==> config.mk <==
export PLATFORM = sky130hd
export DESIGN_NAME = serial_fifo_status_flags
export DESIGN_NICKNAME = d
export VERILOG_FILES = /design/src/shared/serial_flags_pkg.sv /design/src/hw/tx_byte_fifo.sv /design/src/hw/serial_fifo_status_flags.sv
export VERILOG_INCLUDE_DIRS = /design/src /design/src/shared
export SDC_FILE = /design/constraint.sdc
export NUM_CORES = 1
export LEC_CHECK = 0
export BUFFER_PORTS_ARGS = -buffer_cell sky130_fd_sc_hd__buf_2
export CORE_UTILIZATION = 36
export DETAILED_ROUTE_END_ITERATION = 8
export SLEW_MARGIN = 0
export SYNTH_ARGS = -nofsm -noshare
export SYNTH_HDL_FRONTEND = slang
export SYNTH_SLANG_ARGS = --single-unit
==> constraint.sdc <==
create_clock -name clk -period 3.8 [get_ports clk]
set_input_delay 0.19 -clock clk [delete_from_list [all_inputs] [get_ports clk]]
set_output_delay 0.19 -clock clk [all_outputs]
set_load 0.005 [all_outputs]
==> src/shared/serial_flags_regs.svh <==
// Purpose: register offsets, field positions, reset values and sizes
// Assumes: byte addresses on a 32-bit Avalon-MM slave
// Notes:   included by the flag block and the verification side
`ifndef SERIAL_FLAGS_REGS_SVH
`define SERIAL_FLAGS_REGS_SVH

`define SF_OFF_STATUS     8'h00
`define SF_OFF_TXDATA     8'h04
`define SF_OFF_SERCTL     8'h08
`define SF_OFF_FIFOCTL    8'h0c
`define SF_OFF_COUNT      8'h10
`define SF_OFF_RXDATA     8'h14
`define SF_OFF_IRQ_STAT   8'h18
`define SF_OFF_IRQ_CLR    8'h1c
`define SF_OFF_IRQ_EN     8'h20

`define SF_BIT_DONE       6
`define SF_BIT_LOW        5
`define SF_BIT_BREAK      4
`define SF_BIT_FRAMING    3
`define SF_BIT_PARITY     2
`define SF_STATUS_RESET   32'h0000_0060

`define SF_BIT_TXEN       5
`define SF_BIT_SYNC       7
`define SF_SERCTL_RESET   8'h00
`define SF_TRIG_LSB       4
`define SF_FIFOCTL_RESET  8'h00
`define SF_COUNT_LSB      8

`define SF_IRQ_DONE       0
`define SF_IRQ_LOW        1
`define SF_IRQ_BREAK      2

`define SF_TX_DEPTH       16
`define SF_TRIG_0         5'h08
`define SF_TRIG_1         5'h04
`define SF_TRIG_2         5'h02
`define SF_TRIG_3         5'h01

`endif

==> src/shared/serial_flags_pkg.sv <==
// Purpose: types shared by the flag block and its environment
// Assumes: nothing beyond the register header
// Notes:   one received character with its error marks
package serial_flags_pkg;

  typedef struct packed {
    logic [7:0] data;
    logic       frame_err;
    logic       parity_err;
  } rx_char_s;

  typedef logic [2:0] irq_bits_t;

endpackage : serial_flags_pkg

==> src/hw/tx_byte_fifo.sv <==
// Purpose: transmit byte fifo with a registered head and count
// Assumes: push is only offered when not full, pop only when valid
// Notes:   head, valid and count all come from flip-flops
module tx_byte_fifo #(
  parameter int WIDTH = 8,
  parameter int DEPTH = 16,
  parameter int CW    = $clog2(DEPTH) + 1
) (
  input  wire logic             clk,
  input  wire logic             rst,
  input  wire logic             push,
  input  wire logic [WIDTH-1:0] push_data,
  input  wire logic             pop,
  output logic      [WIDTH-1:0] head,
  output logic                  head_valid,
  output logic      [CW-1:0]    count
);
  localparam int AW = $clog2(DEPTH);

  logic [WIDTH-1:0] mem [DEPTH];
  logic [AW-1:0]    rd_ptr;
  logic [AW-1:0]    wr_ptr;

  wire [AW-1:0]    rd_next    = AW'(rd_ptr + 1'b1);
  wire [CW-1:0]    next_count = CW'(count + CW'(push) - CW'(pop));
  wire [WIDTH-1:0] next_head  = pop ? ((count > CW'(1)) ? mem[rd_next] : push_data)
                                    : ((count == '0) ? push_data : head);

  always_ff @(posedge clk) begin
    if (push) begin
      mem[wr_ptr] <= push_data;
    end
  end

  always_ff @(posedge clk or posedge rst) begin
    if (rst) begin
      rd_ptr     <= '0;
      wr_ptr     <= '0;
      count      <= '0;
      head       <= '0;
      head_valid <= 1'b0;
    end else begin
      if (push) wr_ptr <= AW'(wr_ptr + 1'b1);
      if (pop) rd_ptr <= rd_next;
      count      <= next_count;
      head       <= next_head;
      head_valid <= (next_count != '0);
    end
  end

endmodule : tx_byte_fifo

==> src/hw/serial_fifo_status_flags.sv <==
// Purpose: status flags of a fifo-buffered serial port, on Avalon-MM
// Assumes: shifter, receiver and receive fifo run on clk
// Notes:   every access takes two cycles; standby acts like reset on flags
`include "serial_flags_regs.svh"

module serial_fifo_status_flags
  import serial_flags_pkg::*;
#(
  parameter int DEPTH = `SF_TX_DEPTH
) (
  input  wire logic        clk,
  input  wire logic        rst,
  input  wire logic        standby,
  input  wire logic [7:0]  avs_address,
  input  wire logic        avs_read,
  input  wire logic        avs_write,
  input  wire logic [31:0] avs_writedata,
  input  wire logic [3:0]  avs_byteenable,
  output logic      [31:0] avs_readdata,
  output logic             avs_waitrequest,
  input  wire logic        dma_valid,
  input  wire logic [7:0]  dma_data,
  output logic             dma_ack,
  output logic      [7:0]  tx_head,
  output logic             tx_head_valid,
  input  wire logic        tx_take,
  input  wire logic        tx_char_done,
  input  wire logic        rx_char_valid,
  input  wire rx_char_s    rx_char,
  input  wire logic        rx_line,
  output logic             rx_load,
  output rx_char_s         rx_load_char,
  input  wire rx_char_s    rx_head,
  output logic             rx_pop,
  output logic             irq
);
  localparam int CW = $clog2(DEPTH) + 1;

  function automatic logic [4:0] trig_level(input logic [1:0] sel);
    case (sel)
      2'h0:    trig_level = `SF_TRIG_0;
      2'h1:    trig_level = `SF_TRIG_1;
      2'h2:    trig_level = `SF_TRIG_2;
      default: trig_level = `SF_TRIG_3;
    endcase
  endfunction : trig_level

  logic [CW-1:0] count;
  logic [CW-1:0] added;
  logic [7:0]    serial_control_reg;
  logic [7:0]    fifo_control_reg;
  logic          transmit_done_flag;
  logic          tx_fifo_low_flag;
  logic          line_break_flag;
  logic          framing_fault_flag;
  logic          parity_fault_flag;
  logic          arm_low;
  logic          arm_break;
  logic          prev_frame_err;
  logic          break_hold;
  logic          line_meta;
  logic          line_sync;
  irq_bits_t     irq_status;
  irq_bits_t     irq_enable;

  // bus decode
  wire acc_rd     = avs_read && !avs_waitrequest;
  wire acc_wr     = avs_write && !avs_waitrequest;
  wire lane0      = avs_byteenable[0];
  wire sel_status = (avs_address == `SF_OFF_STATUS);
  wire sel_txdata = (avs_address == `SF_OFF_TXDATA);
  wire sel_serctl = (avs_address == `SF_OFF_SERCTL);
  wire sel_fifoct = (avs_address == `SF_OFF_FIFOCTL);
  wire sel_count  = (avs_address == `SF_OFF_COUNT);
  wire sel_rxdata = (avs_address == `SF_OFF_RXDATA);
  wire sel_istat  = (avs_address == `SF_OFF_IRQ_STAT);
  wire sel_iclr   = (avs_address == `SF_OFF_IRQ_CLR);
  wire sel_ien    = (avs_address == `SF_OFF_IRQ_EN);

  wire tx_enable_ctl     = serial_control_reg[`SF_BIT_TXEN];
  wire sync_mode         = serial_control_reg[`SF_BIT_SYNC];
  wire tx_trigger_sel_hi = fifo_control_reg[`SF_TRIG_LSB+1];
  wire tx_trigger_sel_lo = fifo_control_reg[`SF_TRIG_LSB];
  wire [CW-1:0] trig     = CW'(trig_level({tx_trigger_sel_hi, tx_trigger_sel_lo}));

  // transmit fifo write path, cpu first, dma in any cycle without a cpu push to txdata
  wire cpu_push_req = acc_wr && sel_txdata && lane0;
  wire dma_take     = dma_valid && !cpu_push_req;
  wire push_req     = cpu_push_req || dma_take;
  wire [7:0] push_data = cpu_push_req ? avs_writedata[7:0] : dma_data;
  wire fifo_full    = (count == CW'(DEPTH));
  wire [CW-1:0] low_room = CW'(CW'(DEPTH) - trig);
  wire room         = !fifo_full && (tx_fifo_low_flag || (added < low_room));
  wire push         = push_req && room;
  wire pop          = tx_take && tx_head_valid;
  wire [CW-1:0] next_count = CW'(count + CW'(push) - CW'(pop));

  tx_byte_fifo #(
    .WIDTH (8),
    .DEPTH (DEPTH),
    .CW    (CW)
  ) u_tx_fifo (
    .clk        (clk),
    .rst        (rst),
    .push       (push),
    .push_data  (push_data),
    .pop        (pop),
    .head       (tx_head),
    .head_valid (tx_head_valid),
    .count      (count)
  );

  // transmit done
  wire done_set   = tx_char_done && (count == '0) && !push;
  wire done_clear = push && tx_enable_ctl;
  wire next_done  = !tx_enable_ctl ? 1'b1 :
                    done_set ? 1'b1 : (done_clear ? 1'b0 : transmit_done_flag);

  // fifo low
  wire status_wr  = acc_wr && sel_status && lane0;
  wire low_set    = pop && (next_count <= trig);
  wire low_swclr  = status_wr && !avs_writedata[`SF_BIT_LOW] && arm_low && (count > trig);
  wire low_dmaclr = dma_take && push && (next_count > trig);
  wire next_low   = low_set ? 1'b1 : ((low_swclr || low_dmaclr) ? 1'b0 : tx_fifo_low_flag);

  // break detection and zero suppression
  wire break_seen  = rx_char_valid && rx_char.frame_err && prev_frame_err
                     && (rx_char.data == 8'h00);
  wire break_swclr = status_wr && !avs_writedata[`SF_BIT_BREAK] && arm_break;
  wire next_break  = break_seen ? 1'b1 : (break_swclr ? 1'b0 : line_break_flag);
  wire suppress    = break_hold && (rx_char.data == 8'h00);
  wire next_hold   = break_seen ? 1'b1 : (line_sync ? 1'b0 : break_hold);

  // receive fifo read
  wire rx_read    = acc_rd && sel_rxdata;

  // interrupts
  wire irq_bits_t events = {break_seen, low_set, done_set};
  wire irq_bits_t clr    = (acc_wr && sel_iclr && lane0) ? avs_writedata[2:0] : '0;
  wire irq_bits_t next_istat = (irq_status & ~clr) | events;

  // read data
  wire [31:0] status_word = (32'(transmit_done_flag) << `SF_BIT_DONE)
                          | (32'(tx_fifo_low_flag) << `SF_BIT_LOW)
                          | (32'(line_break_flag) << `SF_BIT_BREAK)
                          | (32'(framing_fault_flag) << `SF_BIT_FRAMING)
                          | (32'(parity_fault_flag) << `SF_BIT_PARITY);
  wire [31:0] count_word  = 32'(count) << `SF_COUNT_LSB;
  wire [31:0] next_rdata  = sel_status ? status_word :
                            sel_serctl ? {24'h0, serial_control_reg} :
                            sel_fifoct ? {24'h0, fifo_control_reg} :
                            sel_count  ? count_word :
                            sel_rxdata ? {24'h0, rx_head.data} :
                            sel_istat  ? {29'h0, irq_status} :
                            sel_ien    ? {29'h0, irq_enable} : 32'h0;

  // two-cycle handshake: wait one edge, then accept
  always_ff @(posedge clk or posedge rst) begin
    if (rst) begin
      avs_waitrequest <= 1'b1;
      avs_readdata    <= '0;
    end else begin
      avs_waitrequest <= !((avs_read || avs_write) && avs_waitrequest);
      if (avs_read && avs_waitrequest) avs_readdata <= next_rdata;
    end
  end

  always_ff @(posedge clk or posedge rst) begin
    if (rst) begin
      serial_control_reg <= `SF_SERCTL_RESET;
      fifo_control_reg   <= `SF_FIFOCTL_RESET;
      irq_enable         <= '0;
    end else if (acc_wr && lane0) begin
      if (sel_serctl) serial_control_reg <= avs_writedata[7:0];
      if (sel_fifoct) fifo_control_reg <= avs_writedata[7:0];
      if (sel_ien) irq_enable <= avs_writedata[2:0];
    end
  end

  // flags; writes to done and the fault flags have no path here
  always_ff @(posedge clk or posedge rst) begin
    if (rst) begin
      transmit_done_flag <= 1'(`SF_STATUS_RESET >> `SF_BIT_DONE);
      tx_fifo_low_flag   <= 1'b1;
      line_break_flag    <= 1'b0;
      framing_fault_flag <= 1'b0;
      parity_fault_flag  <= 1'b0;
    end else if (standby) begin
      transmit_done_flag <= 1'b1;
      tx_fifo_low_flag   <= 1'b1;
      line_break_flag    <= 1'b0;
      framing_fault_flag <= 1'b0;
      parity_fault_flag  <= 1'b0;
    end else begin
      transmit_done_flag <= next_done;
      tx_fifo_low_flag   <= next_low;
      line_break_flag    <= next_break;
      if (rx_read) begin
        framing_fault_flag <= rx_head.frame_err;
        parity_fault_flag  <= rx_head.parity_err && !sync_mode;
      end
    end
  end

  // a zero clears only after the flag was seen as one
  always_ff @(posedge clk or posedge rst) begin
    if (rst) begin
      arm_low   <= 1'b0;
      arm_break <= 1'b0;
    end else if (standby || status_wr) begin
      arm_low   <= 1'b0;
      arm_break <= 1'b0;
    end else if (acc_rd && sel_status) begin
      arm_low   <= tx_fifo_low_flag;
      arm_break <= line_break_flag;
    end
  end

  // bytes added since fifo low dropped
  always_ff @(posedge clk or posedge rst) begin
    if (rst) begin
      added <= '0;
    end else if (next_low) begin
      added <= '0;
    end else if (push) begin
      added <= CW'(added + 1'b1);
    end
  end

  always_ff @(posedge clk or posedge rst) begin
    if (rst) begin
      line_meta  <= 1'b1;
      line_sync  <= 1'b1;
      prev_frame_err <= 1'b0;
      break_hold <= 1'b0;
    end else begin
      line_meta  <= rx_line;
      line_sync  <= line_meta;
      break_hold <= standby ? 1'b0 : next_hold;
      if (rx_char_valid) prev_frame_err <= rx_char.frame_err;
    end
  end

  always_ff @(posedge clk or posedge rst) begin
    if (rst) begin
      rx_load      <= 1'b0;
      rx_load_char <= '0;
      rx_pop       <= 1'b0;
      dma_ack      <= 1'b0;
    end else begin
      rx_load      <= rx_char_valid && !suppress;
      rx_load_char <= rx_char;
      rx_pop       <= rx_read;
      dma_ack      <= dma_take && room;
    end
  end

  always_ff @(posedge clk or posedge rst) begin
    if (rst) begin
      irq_status <= '0;
      irq        <= 1'b0;
    end else begin
      irq_status <= next_istat;
      irq        <= |(next_istat & irq_enable);
    end
  end

endmodule : serial_fifo_status_flags

Yosys cells after proc, flatten, opt, wreduce, memory -nomap -nowiden
Memories as Yosys holds them, arrays and structs flattened.
Cells that the tools add are included.
{"block": "totals", "input_bits": 82, "mem_count": 1, "elab_cells": 164, "ff_bits": 107, "output_inout_bits": 56, "ram_bits": 128}
{"block": "classes", "n_reduce_logical": 64, "addsub": 6, "bitwise_logic": 8, "n_eq_ne": 12, "n_mux": 38, "order_cmp": 5}
{"name": "u_tx_fifo.mem", "depth": 16, "word_bits": 8, "rd": 1, "rd_clocked_by_memory_dff": 0, "write_ports": 1, "line": "tx_byte_fifo.sv:20", "rtl": "logic [WIDTH-1:0] mem [DEPTH];"}
{"cell": "$mux W13", "count": 4}
{"cell": "$mux W8", "count": 5}
{"cell": "$logic_and A1 B1 Y1", "count": 35}
{"cell": "$eq A8 B5 Y1 const B", "count": 4}
{"cell": "$mux W1", "count": 23}
{"cell": "$eq A8 B4 Y1 const B", "count": 2}
{"cell": "$logic_not A8 Y1", "count": 2}
{"cell": "$pmux W4 S3", "count": 1}
{"cell": "$gt A5 B5 Y1", "count": 2}
{"cell": "$mux W5", "count": 2}
{"cell": "$logic_not A1 Y1", "count": 9}
{"cell": "$mux W3", "count": 3}
{"cell": "$add A4 B1 Y4 const B", "count": 2}
{"cell": "$eq A8 B3 Y1 const B", "count": 1}
{"cell": "$eq A8 B6 Y1 const B", "count": 1}
{"cell": "$reduce_bool A2 Y1", "count": 4}
{"cell": "$or A7 B3 Y7", "count": 1}
{"cell": "$or A7 B4 Y7", "count": 1}
{"cell": "$or A7 B5 Y7", "count": 1}
{"cell": "$or A7 B6 Y7", "count": 1}
{"cell": "$and A3 B3 Y3", "count": 2}
{"cell": "$reduce_and A2 Y1", "count": 3}
{"cell": "$reduce_bool A3 Y1", "count": 2}
{"cell": "$add A5 B1 Y5", "count": 1}
{"cell": "other kinds (17)", "count": 21}

Depth between registers and ports, before layout
Gate-level depths: netlist of run 1.
{"block": "depth", "depth_word": 16, "ltp_mapped": 17, "depth_no_buf": 17}

Cells and area by module
Synthesis of run 1 repeated with hierarchy kept, for this count alone.
{"block": "unflattened", "hier_cells": 673, "hier_area_um2": 10042.1}
{"module": "tx_byte_fifo", "area_each_um2": 6297.3, "cells_per_inst": 333, "n_inst": 1, "seq_area_each_um2": 4394.2}
{"module": "serial_fifo_status_flags", "area_each_um2": 3744.8, "cells_per_inst": 340, "n_inst": 1, "seq_area_each_um2": 1657.8}

Worst setup path before layout of run 1
No wires, ideal clock.
{"block": "synth_timing", "path_kind": "register to register", "startpoint": "register fifo_control_reg[4]", "endpoint": "register tx_fifo_low_flag", "t_arrival_ns": 3.764, "path_buffers": 0, "path_stages_with_launch": 16, "t_required_ns": 3.740, "path_slack_ns": -0.024, "setup_time_ns": 0.060, "synth_period_minus_slack_ns": 3.824, "cell_sequence": "dfrtp_1 > or2_2 > inv_1 > ha_1 > a211oi_1 > o211ai_1 > a22o_4 > inv_2 > ha_1 > fa_1 > ha_1 > nor2b_1 > o21ai_0 > a32oi_1 > o32ai_1 > or2_2"}
{"block": "synth_via", "elab_chain_len": 15, "word_cells_on_any_way": 22, "cone_classes": "add/sub: 3; order compare: 4; eq/ne: 2; mux: 4; reduce/logical: 9"}
{"item": "start, declared", "line": "serial_fifo_status_flags.sv:51", "rtl": "logic [7:0] fifo_control_reg;"}
{"item": "start signal, assigned", "line": "serial_fifo_status_flags.sv:171", "rtl": "fifo_control_reg <= `SF_FIFOCTL_RESET;"}
{"item": "start signal, assigned", "line": "serial_fifo_status_flags.sv:175", "rtl": "if (sel_fifoct) fifo_control_reg <= avs_writedata[7:0];"}
{"item": "$eq A2 B2 Y1 (tied with other cells)", "line": "serial_fifo_status_flags.sv:40", "rtl": "case (sel)"}
{"item": "$pmux W4 S3 *", "line": "serial_fifo_status_flags.sv:40"}
{"item": "$sub A5 B5 Y5 *", "line": "serial_fifo_status_flags.sv:92", "rtl": "wire [CW-1:0] low_room = CW'(CW'(DEPTH) - trig);"}
{"item": "$lt A5 B5 Y1 *", "line": "serial_fifo_status_flags.sv:93", "rtl": "wire room = !fifo_full && (tx_fifo_low_flag || (added < low_room));"}
{"item": "$logic_or A1 B1 Y1 *", "line": "serial_fifo_status_flags.sv:93"}
{"item": "$logic_and A1 B1 Y1 *", "line": "serial_fifo_status_flags.sv:93"}
{"item": "$logic_and A1 B1 Y1 *", "line": "serial_fifo_status_flags.sv:94", "rtl": "wire push = push_req && room;"}
{"item": "net push", "line": "serial_fifo_status_flags.sv:94"}
{"item": "$add A5 B1 Y5 *", "line": "serial_fifo_status_flags.sv:96", "rtl": "wire [CW-1:0] next_count = CW'(count + CW'(push) - CW'(pop));"}
{"item": "$sub A5 B1 Y5 *", "line": "serial_fifo_status_flags.sv:96"}
{"item": "net next_count[1]", "line": "serial_fifo_status_flags.sv:96"}
{"item": "$gt A5 B5 Y1", "line": "serial_fifo_status_flags.sv:123", "rtl": "wire low_dmaclr = dma_take && push && (next_count > trig);"}
{"item": "$logic_and A1 B1 Y1", "line": "serial_fifo_status_flags.sv:123"}
{"item": "$logic_or A1 B1 Y1", "line": "serial_fifo_status_flags.sv:124", "rtl": "wire next_low = low_set ? 1'b1 : ((low_swclr || low_dmaclr) ? 1'b0 : tx_fifo_low_flag);"}
{"item": "$mux W1", "line": "serial_fifo_status_flags.sv:124"}
{"item": "$mux W1 *", "line": "serial_fifo_status_flags.sv:124"}
{"item": "$mux W1 *", "line": "serial_fifo_status_flags.sv:188", "rtl": "end else if (standby) begin"}
{"item": "end signal, assigned", "line": "serial_fifo_status_flags.sv:196", "rtl": "tx_fifo_low_flag <= next_low;"}
{"item": "end, declared", "line": "serial_fifo_status_flags.sv:53", "rtl": "logic tx_fifo_low_flag;"}
Mark *: on every way through the listed nets, which the timed path passes. The rest lies on a longest branch.
A chain may end at the register's enable or synchronous reset.

Worst setup path after layout of run 1
Same ends and word-level chain as after synthesis.

==> impl_results.md, run 1 <==
* Layout net count at 895
* Post-synth top area share at 0.401
* Pre-CTS WS at 0.0538 ns
* CTS tree: done
* Design Area, Final at 11,500 um2
* Synthesized cell area at 9580 um2
* Crit Path Class: register to register
* Slew HR at 0.365
* Max IR drop VDD at 0.341 mV
* Mapped Cells at 644
* Initial antenna violation count at 0
* 1st-iter DRT viols at 544
* Die height at 165 um
* Layout cells sized above 1 at 0.286
* Vias at 5,894
* Critical Path Fanout Max at 6
* Post-DP Area at 10,500 um2
* Pin count of the biggest net entering global routing at 66
* Final hold slack at 0.0232 ns
* Most used DFF post-synth: edfxtp_1
* Clock sink total at 216
* Initial Util at 0.368
* Area contributors post-synth: edfxtp_1 40%, dfrtp_1 22%, mux4_2 7.8%
* Sequential area share after synthesis at 0.632
* IO Pins at 138
* Total global routing overflow at 0
* Hold crit path type: input pin to register
* Final setup violation count at 0
* ANT cells at 0
* CP max-delay cell: fa_2
* Latest clock arrival within the worst-skew pair at 0.52 ns
* Synth area leader: edfxtp_1
* Via-to-Cell Ratio at 5.17
* Final wirelength at 21,700 um
* Non-filler cells, final at 1,140
* Critical path arrival at 4.03 ns
* Total Power at 7.87 mW
* Num CTS Buffers at 23
* Clk slew on worst S/H paths at 0.06 ns
* Dpl hpwl at 14,800 um
* Synth-to-Final Area Change at 20.0%
* Root Driver: clkbuf_16
* Pre-antenna DRT Iters at 5
* Setup Skew at 0.0148 ns
* First-pass GRT wire length at 33,500 um
* Static leakage at 4.68 nW
* Wire per inst at 19.0 um
* Post-CTS setup buffer count at 0
* Worst EP required at 4.23 ns
* Crit path largest cell delay at 0.48 ns
* Synth cell count leaders: 128 x edfxtp_1, 83 x dfrtp_1, 43 x inv_1
* Max-cap violations at 0
* Final period utilization at 0.946
* PwrDens at 684 nW/um2
* Outcome: finished, final reports clean
* #FFs+latches synth at 216
* H-tree levels at 1
* Die X at 165 um
* Slew Viols, Final at 0
* Final Hold Fails at 0
* Placed cell count at 1,074
* Fmax at 278 MHz
* Measured slew at the worst slew-check pin at 0.946 ns
* Post-synth EDFFs at 128
* Biggest register: u_tx_fifo.mem
* Minimum clock period at 3.60 ns
* GPL Wtd Cong at 0.851
* Cell variety after synth at 67
* Vias in the first global route at 5,799
* Share of synthesized registers carrying an async set or reset at 0.407
* Number of flip-flops in the largest register at 128
* Setup Total Neg Slack at 0 ns
* Critical path's most frequent cell: ha_4
* Number of port buffers at 91
* CP Cell Sequence: or2_4, inv_1, ha_1, a211oi_2, o211ai_1, a22o_4, inv_2, ha_4, fa_2, ha_4, nor2b_2, o21ai_1, a32oi_1, o32ai_2, buf_4, or2_2
* Most common cell in the synthesized netlist: edfxtp_1
* DRC viols at 0
* Routed Antenna Nets at 0
* Biggest regs: u_tx_fifo.mem: 128 flops, avs_readdata: 13 flops, rx_load_char: 10 flops
* CP endpoint kind: register
* Die Area at 27,300 um2
* Longest Clk Path Bufs at 3
* Core Area at 26,100 um2
* Synth Area per Inst at 14.9 um2
* CP Launch Type: register
* Warnings, synthesis at 0
* Total track usage at 0.161
* Fill cell count at 2,329
* Utilization after layout at 0.441
* # rows at 59
* Final setup slack of the worst path at 0.204 ns
[where the power goes]
part           internal (mW)  leakage [nW]  switching (mW)
clock                   1.21         0.357           0.927
combinational           1.33          2.05            1.41
sequential              2.80          2.27           0.189
total                   5.34          4.68            2.52
[per-layer routing]
layer / vias to the layer above / wire length [um] / part of all wire / track usage
li1: 2703 / - / - / -
met1: 2983 / 10100 / 0.47 / 0.229
met2: 183 / 10200 / 0.47 / 0.261
met3: 25 / 1070 / 0.049 / 0.0240
met4: 0 / 301 / 0.014 / 0.0367
met5: - / 0 / 0 / 0
[what timing repair did]
action                                  CTS  global route
endpoints found under the setup margin    0             8
hold endpoints to repair                 88             0
hold buffers                             24             0
gates resized for setup                   0            10
[logic make-up after synthesis]
family,synth area share
AO/OA/AOI/OAI,0.0670
XOR/XNOR,0.0118
adder cells (fa/ha/maj),0.0334
buffers and inverters,0.0444
flip-flops,0.632
multiplexers,0.129
other,0.000784
AND/OR/NAND/NOR,0.0823
[layout by cell type (no fill, tap or decap), types with 12 or more instances in the layout]
master / netlist / final
a21oi_1: 15 / 15
buf_2: 4 / 91
buf_4: 20 / 27
clkbuf_16: 0 / 24
conb_1: 2 / 20
dfrtp_1: 83 / 82
dlygate4sd3_1: 0 / 24
edfxtp_1: 128 / 128
ha_1: 24 / 22
inv_1: 43 / 42
mux2_2: 20 / 20
mux4_2: 33 / 33
nand2_1: 40 / 40
nor2_1: 28 / 28
o21ai_0: 13 / 12
[worst max-delay path, delay by kind of cell (launching register included)]
kind | cells | cell delay [ns]
simple gates | 3 | 0.67
flops | 1 | 0.38
fa+ha+maj | 4 | 1.16
compound gates | 6 | 0.98
buf+inv | 3 | 0.33
[path summary, 6_finish.rpt]
check                           cells after the start                start          endpoint  slack [ns]
worst max-delay path                               16  fifo_control_reg[4]  tx_fifo_low_flag        0.20
worst min-delay path                                4     avs_writedata[2]     irq_status[2]        0.02
worst max register to register                     16  fifo_control_reg[4]  tx_fifo_low_flag        0.20
worst min register to register                      0            line_meta         line_sync        0.36
max in group asynchronous                           4                  rst  tx_fifo_low_flag        2.49
min in group asynchronous                           3                  rst   line_break_flag        0.41
[final cells by class]
class,instances,area [um2],share of cell area
sequential,216,6050,0.526
multi-input combinational,360,3230,0.281
timing repair buffer,142,898,0.0781
clock buffer,32,651,0.0566
tap,335,419,0.0365
inverter,45,171,0.0149
clock inverter,10,73.8,0.00642
No activity file was read; power rests on OpenSTA's default activity.
==> run 2: changes to the inputs <==
--- a/config.mk
+++ b/config.mk
@@ -7,6 +7,7 @@
 export NUM_CORES = 1
 export LEC_CHECK = 0
 export BUFFER_PORTS_ARGS = -buffer_cell sky130_fd_sc_hd__buf_2
+export CORE_ASPECT_RATIO = 0.9
 export CORE_UTILIZATION = 36
 export DETAILED_ROUTE_END_ITERATION = 8
 export SLEW_MARGIN = 0
==> run 2 against run 1 <==
The flow now finishes with violations (hold timing). Die area about the same. First-iteration DRC count shrank 30%. Wire length increased by 3.6%. Sequential share of layout area decreased by 0.61 points. Worst setup slack got worse by 0.053 ns. Final cell count increased by 1.9%. Register-to-register slack lost 0.05 ns. Clock skew increased by 0.00086 ns. Clock power is 7% higher. Final area is 1.2% higher. Sequential power barely moved. Global-route usage rose by 0.58 points. Critical path type unchanged. Largest cell class unchanged.
==> impl_results.md, run 2 (same netlist as run 1, synthesis figures left out) <==
* Vias at 5,859 (-0.59%)
* Slew Viols, Final at 0 (unchanged)
* Max IR drop VDD at 0.341 mV (-0.21%)
* Number of flip-flops in the largest register at 128 (unchanged)
* Biggest register: u_tx_fifo.mem
* Most common cell after layout, fill and taps aside: edfxtp_1
* Most frequent cells in the layout: 128 x edfxtp_1, 91 x buf_2, 82 x dfrtp_1, 42 x inv_1, 40 x nand2_1
* Clk slew on worst S/H paths at 0.06 ns (about the same)
* Die height at 157 um (-5.1%)
* Vias in the first global route at 5,932 (+2.3%)
* Routed Antenna Nets at 0 (unchanged)
* First-pass GRT wire length at 34,700 um (+3.7%)
* Static leakage at 4.76 nW (+1.6%)
* Biggest regs: u_tx_fifo.mem: 128 flops, avs_readdata: 13 flops, rx_load_char: 10 flops
* Layout net count at 905 (+1.1%)
* Utilization after layout at 0.446 (+0.00508)
* CTS tree: done
* Core Area at 26,100 um2 (about the same)
* Final Hold Fails at 1 (+1)
* Worst EP required at 4.23 ns (about the same)
* Total global routing overflow at 0 (unchanged)
* Minimum clock period at 3.65 ns (+0.0532 ns)
* Pin count of the biggest net entering global routing at 64 (-3.0%)
* IO Pins at 138 (unchanged)
* GR Util met1 at 0.235 (+0.00625)
* Grt met2 use at 0.271 (+0.0105)
* Num CTS Buffers at 23 (unchanged)
* Latest clock arrival within the worst-skew pair at 0.52 ns (about the same)
* Non-filler cells, final at 1,162 (+1.9%)
* Final wirelength at 22,500 um (+3.6%)
* Slew HR at 0.364 (-0.000812)
* DRC viols at 0 (unchanged)
* Critical Path Fanout Max at 5 (-1)
* Measured slew at the worst slew-check pin at 0.953 ns (+0.00756 ns)
* Final hold slack at -0.00237 ns (-0.0256 ns)
* Violated checks: hold timing
* GPL Wtd Cong at 0.810 (-4.8%)
* Pre-antenna DRT Iters at 7 (+2)
* Layout cells sized above 1 at 0.290 (+0.00421)
* Longest Clk Path Bufs at 3 (unchanged)
* Dpl hpwl at 15,300 um (+3.2%)
* Setup Skew at 0.0157 ns (+0.000864 ns)
* Register Area at 6050 um2 (unchanged)
* Synth-to-Final Area Change at 21.4%
* Initial antenna violation count at 0 (unchanged)
* Fmax at 274 MHz (-1.5%)
* Fill cell count at 2,319 (-0.43%)
* Wire per inst at 19.3 um (+1.7%)
* CP endpoint kind: register
* 1st-iter DRT viols at 383 (-30%)
* Root Driver: clkbuf_16
* GRT busiest layer: met2
* Final setup violation count at 0 (unchanged)
* Max-cap violations at 0 (unchanged)
* Die Area at 27,300 um2 (about the same)
* Critical path arrival at 4.08 ns (+0.05 ns)
* Setup Total Neg Slack at 0 ns (unchanged)
* H-tree levels at 1 (unchanged)
* Crit Path Class: register to register
* ANT cells at 0 (unchanged)
* Area of the multi-input gates at 3230 um2 (-0.16%)
* Initial Util at 0.368 (about the same)
* Via-to-Cell Ratio at 5.04 (-2.5%)
* CP Launch Type: register
* Final period utilization at 0.960 (+0.0140)
* Outcome: finished, violations left
* Total track usage at 0.167 (+0.00578)
* Die X at 174 um (+5.3%)
* Placed cell count at 1,093 (+1.8%)
* Met3 Track Usage GR at 0.0279 (+0.00396)
* Hold crit path type: input pin to register
* PwrDens at 705 nW/um2 (+3.1%)
* # rows at 56 (-5.1%)
* Number of port buffers at 91 (unchanged)
* Clock sink total at 216 (unchanged)
## run 2: worst paths after layout
kind	startpoint	to	slack, ns	cells past startpoint
worst max-delay path	fifo_control_reg[4]	added[4]	0.15	16
worst min-delay path	avs_writedata[1]	irq_enable[1]	-0.002	2
worst max register to register	fifo_control_reg[4]	added[4]	0.15	16
worst min register to register	line_meta	line_sync	0.36	0
max in group asynchronous	rst	tx_fifo_low_flag	2.52	4
min in group asynchronous	rst	u_tx_fifo.count[4]	0.37	3
## run 2: metal layers
layer | part of all wire | wire, um
met2 | 0.47 | 10600
met1 | 0.46 | 10300
met4 | 0.015 | 326
met3 | 0.054 | 1210
met5 | 0 | 0
## run 2: layout make-up
cell class	instances	share of cell area
sequential	216	0.520
timing repair buffer	152	0.0839
tap	348	0.0374
multi-input combinational	360	0.277
clock buffer	32	0.0550
inverter	45	0.0147
clock inverter	9	0.0113
## run 2: metrics by stage
step	total power [mW]	worst slack (ns)	hold WS, ns	area, um2
2_1_floorplan	4.89	0.118	0.194	9660
3_3_place_gp	5.74	0.151	0.298	10500
3_5_place_dp	5.76	0.102	0.301	10500
4_1_cts	8.07	0.0738	0.00133	11600
5_1_grt	8.65	-0.0571	0.0184	11600
6_report	8.20	0.151	-0.00237	11600
## run 2: critical path, cell delays in order, from the launching register on
cell	delay (ns)
dfrtp_1	0.37
or2_2	0.30
inv_1	0.06
ha_1	0.24
a211oi_2	0.22
o211ai_1	0.14
a22o_4	0.25
inv_2	0.06
ha_2	0.19
fa_1	0.48
ha_4	0.31
nor2b_1	0.20
o21ai_2	0.09
a32oi_1	0.21
o32ai_2	0.14
buf_4	0.18
a21oi_1	0.12
## run 2: power breakdown
part / internal [mW] / total [mW] / switching [mW]
sequential: 2.80 / 2.99 / 0.193
clock: 1.38 / 2.28 / 0.898
combinational: 1.43 / 2.93 / 1.50
total: 5.61 / 8.20 / 2.59
## run 2: repair_timing
item / in CTS / in global routing
hold endpoints to repair: 87 / 0
endpoints found under the setup margin: 0 / 8
gates resized for setup: 0 / 9
hold buffers: 25 / 0
buffers inserted: 0 / 3
==> run 3: changes to the inputs <==
--- a/config.mk
+++ b/config.mk
@@ -8,8 +8,9 @@
 export LEC_CHECK = 0
 export BUFFER_PORTS_ARGS = -buffer_cell sky130_fd_sc_hd__buf_2
 export CORE_ASPECT_RATIO = 0.9
-export CORE_UTILIZATION = 36
+export CORE_UTILIZATION = 52
 export DETAILED_ROUTE_END_ITERATION = 8
+export PLACE_DENSITY = 0.76
 export SLEW_MARGIN = 0
 export SYNTH_ARGS = -nofsm -noshare
 export SYNTH_HDL_FRONTEND = slang
==> run 3 against run 2 <==
Clock power shrank 4%. The flow now finishes without violations. Final cell count shrank 10%. Fmax rose by 1.6%.
==> impl_results.md, run 3 (same netlist as run 1, synthesis figures left out) <==
* Final Hold Fails at 0 (-1)
* Number of port buffers at 91 (unchanged)
* Worst R2R End: tx_fifo_low_flag
* Dpl hpwl at 15,200 um (-0.59%)
* Routed Antenna Nets at 0 (unchanged)
* Minimum clock period at 3.59 ns (-0.0557 ns)
* Biggest regs: u_tx_fifo.mem: 128 flops, avs_readdata: 13 flops, rx_load_char: 10 flops
* CTS tree: done
* Non-filler cells, final at 1,040 (-10%)
* Worst hold endpoint: serial_control_reg[0]
* Initial Util at 0.537 (+0.169)
* Total global routing overflow at 0 (unchanged)
* Root Driver: clkbuf_16
* Layout net count at 891 (-1.5%)
* Worst Hold Launch: avs_writedata[0]
* # rows at 46 (-18%)
* Die X at 145 um (-17%)
* PwrDens at 705 nW/um2 (about the same)
* Worst hold path depth at 2 (unchanged)
* Core Area at 17,800 um2 (-32%)
* Die height at 131 um (-17%)
* Number of flip-flops in the largest register at 128 (unchanged)
* Die Area at 19,000 um2 (-30%)
* Vias in the first global route at 6,409 (+8.0%)
* Slew HR at 0.341 (-0.0234)
* First-pass GRT wire length at 35,600 um (+2.6%)
* Via-to-Cell Ratio at 5.93 (+18%)
* Clk slew on worst S/H paths at 0.06 ns (about the same)
* Clock sink total at 216 (unchanged)
* FF-to-FF Start: fifo_control_reg[4]
* DRC viols at 0 (unchanged)
* Latest clock arrival within the worst-skew pair at 0.51 ns (about the same)
* CP endpoint kind: register
* Final wirelength at 22,900 um (+1.9%)
* Vias at 6,165 (+5.2%)
* Final setup violation count at 0 (unchanged)
* Final period utilization at 0.946 (-0.0147)
* Placed cell count at 975 (-11%)
* Crit Path Class: register to register
* Fill cell count at 1,255 (-46%)
* Layout cells sized above 1 at 0.279 (-0.0112)
* Pin count of the biggest net entering global routing at 57 (-11%)
* Worst EP required at 4.23 ns (about the same)
* Biggest register: u_tx_fifo.mem
* Most common cell after layout, fill and taps aside: edfxtp_1
* Worst R2R Path Depth at 15 (-1)
* Measured slew at the worst slew-check pin at 0.988 ns (+0.0350 ns)
* Outcome: finished, final reports clean
* Total track usage at 0.249 (+0.0816)
* Setup Skew at 0.0108 ns (-0.00487 ns)
* Final hold slack at 0.0338 ns (+0.0362 ns)
* Critical Path Fanout Max at 6 (+1)
* RSZ-0062 raised after global routing: false
* Fmax at 278 MHz (+1.6%)
* Hold crit path type: input pin to register
* Reg-to-reg slack, setup at 0.21 ns (+0.06 ns)
* Pre-antenna DRT Iters at 5 (-2)
* Slew Viols, Final at 0 (unchanged)
* CP Launch Type: register
* Synth-to-Final Area Change at 18.8%
* ANT cells at 0 (unchanged)
* Max IR drop VDD at 0.387 mV (+14%)
* 1st-iter DRT viols at 687 (+79%)
* GPL Wtd Cong at 0.909 (+12%)
* Initial antenna violation count at 1 (+1)
* Longest Clk Path Bufs at 3 (unchanged)
* Static leakage at 4.66 nW (-2.0%)
* Most frequent cells in the layout: 128 x edfxtp_1, 91 x buf_2, 82 x dfrtp_1, 42 x inv_1, 40 x nand2_1
* Num CTS Buffers at 22 (-4.3%)
* Wire per inst at 22.0 um (+14%)
* Max-cap violations at 0 (unchanged)
* IO Pins at 138 (unchanged)
* H-tree levels at 1 (unchanged)
* Critical path arrival at 4.02 ns (-0.06 ns)
-- run 3: cell types whose count changed in the layout (fill, tap and decap cells not counted), sizes merged --
cell and delta:
inv -2, clkinv +5, clkbuf -7, buf -13, clkinvlp +3
-- run 3: worst max-delay path by stage --
stage               slack (ns)          endpoint  cells after the start                 from
global route              0.04  tx_fifo_low_flag                     17  fifo_control_reg[4]
detailed placement      -0.002  tx_fifo_low_flag                     15  fifo_control_reg[4]
floorplan                 0.12  tx_fifo_low_flag                     15  fifo_control_reg[4]
finish                    0.21  tx_fifo_low_flag                     15  fifo_control_reg[4]
CTS                      0.009  tx_fifo_low_flag                     16  fifo_control_reg[4]
global placement          0.11  tx_fifo_low_flag                     15  fifo_control_reg[4]
-- run 3: final cells by class --
class / count / area, um2 / area share
clock buffers: 25 / 572 / 0.0502
clock inverters: 15 / 166 / 0.0146
inverters: 45 / 170 / 0.0149
multi-input cells: 360 / 3240 / 0.285
flip-flops and latches: 216 / 6050 / 0.532
well taps: 240 / 300 / 0.0264
repair buffers: 139 / 878 / 0.0772
-- run 3: metrics by stage --
stage	setup WS (ns)	TNS (ns)	power [mW]	utilization	cell area [um2]
6_report	0.207	0	8.03	0.638	11400
5_1_grt	0.0385	0	8.40	0.638	11400
4_1_cts	0.00890	0	7.94	0.635	11300
3_5_place_dp	-0.00194	-0.00194	5.65	0.579	10300
3_3_place_gp	0.111	0	5.53	0.579	10300
2_1_floorplan	0.118	0	4.89	-	9660
-- run 3: worst max-delay path: stages, from the launching register on --
cell	delay, ns
dfrtp_1	0.39
or2_4	0.27
inv_1	0.07
ha_1	0.24
a211oi_2	0.21
o211ai_1	0.16
a22o_4	0.26
inv_2	0.08
ha_4	0.14
fa_2	0.47
ha_4	0.30
nor2b_1	0.13
o21ai_1	0.09
a32oi_2	0.24
o32ai_4	0.16
or2_2	0.32
-- run 3: report_power, final --
group / switching, mW / total, mW / internal, mW
clock network: 0.898 / 2.19 / 1.29
registers: 0.242 / 3.04 / 2.80
logic: 1.47 / 2.80 / 1.33
total: 2.61 / 8.03 / 5.42
-- run 3: timing repair --
item,CTS,global route
hold buffers,25,0
pin swaps,2,5
gates resized for setup,2,9
endpoints found under the hold margin,83,0
endpoints found under the setup margin,6,8
setup buffers,1,0
-- run 3: metal layers --
metal,vias up,wire length (um),share of wire,GRT usage
met1,3125,9450,0.41,0.327
met2,286,11100,0.49,0.424
met5,-,13,0.00057,0
li1,2699,-,-,-
met3,53,1630,0.071,0.0438
met4,2,675,0.029,0.0879
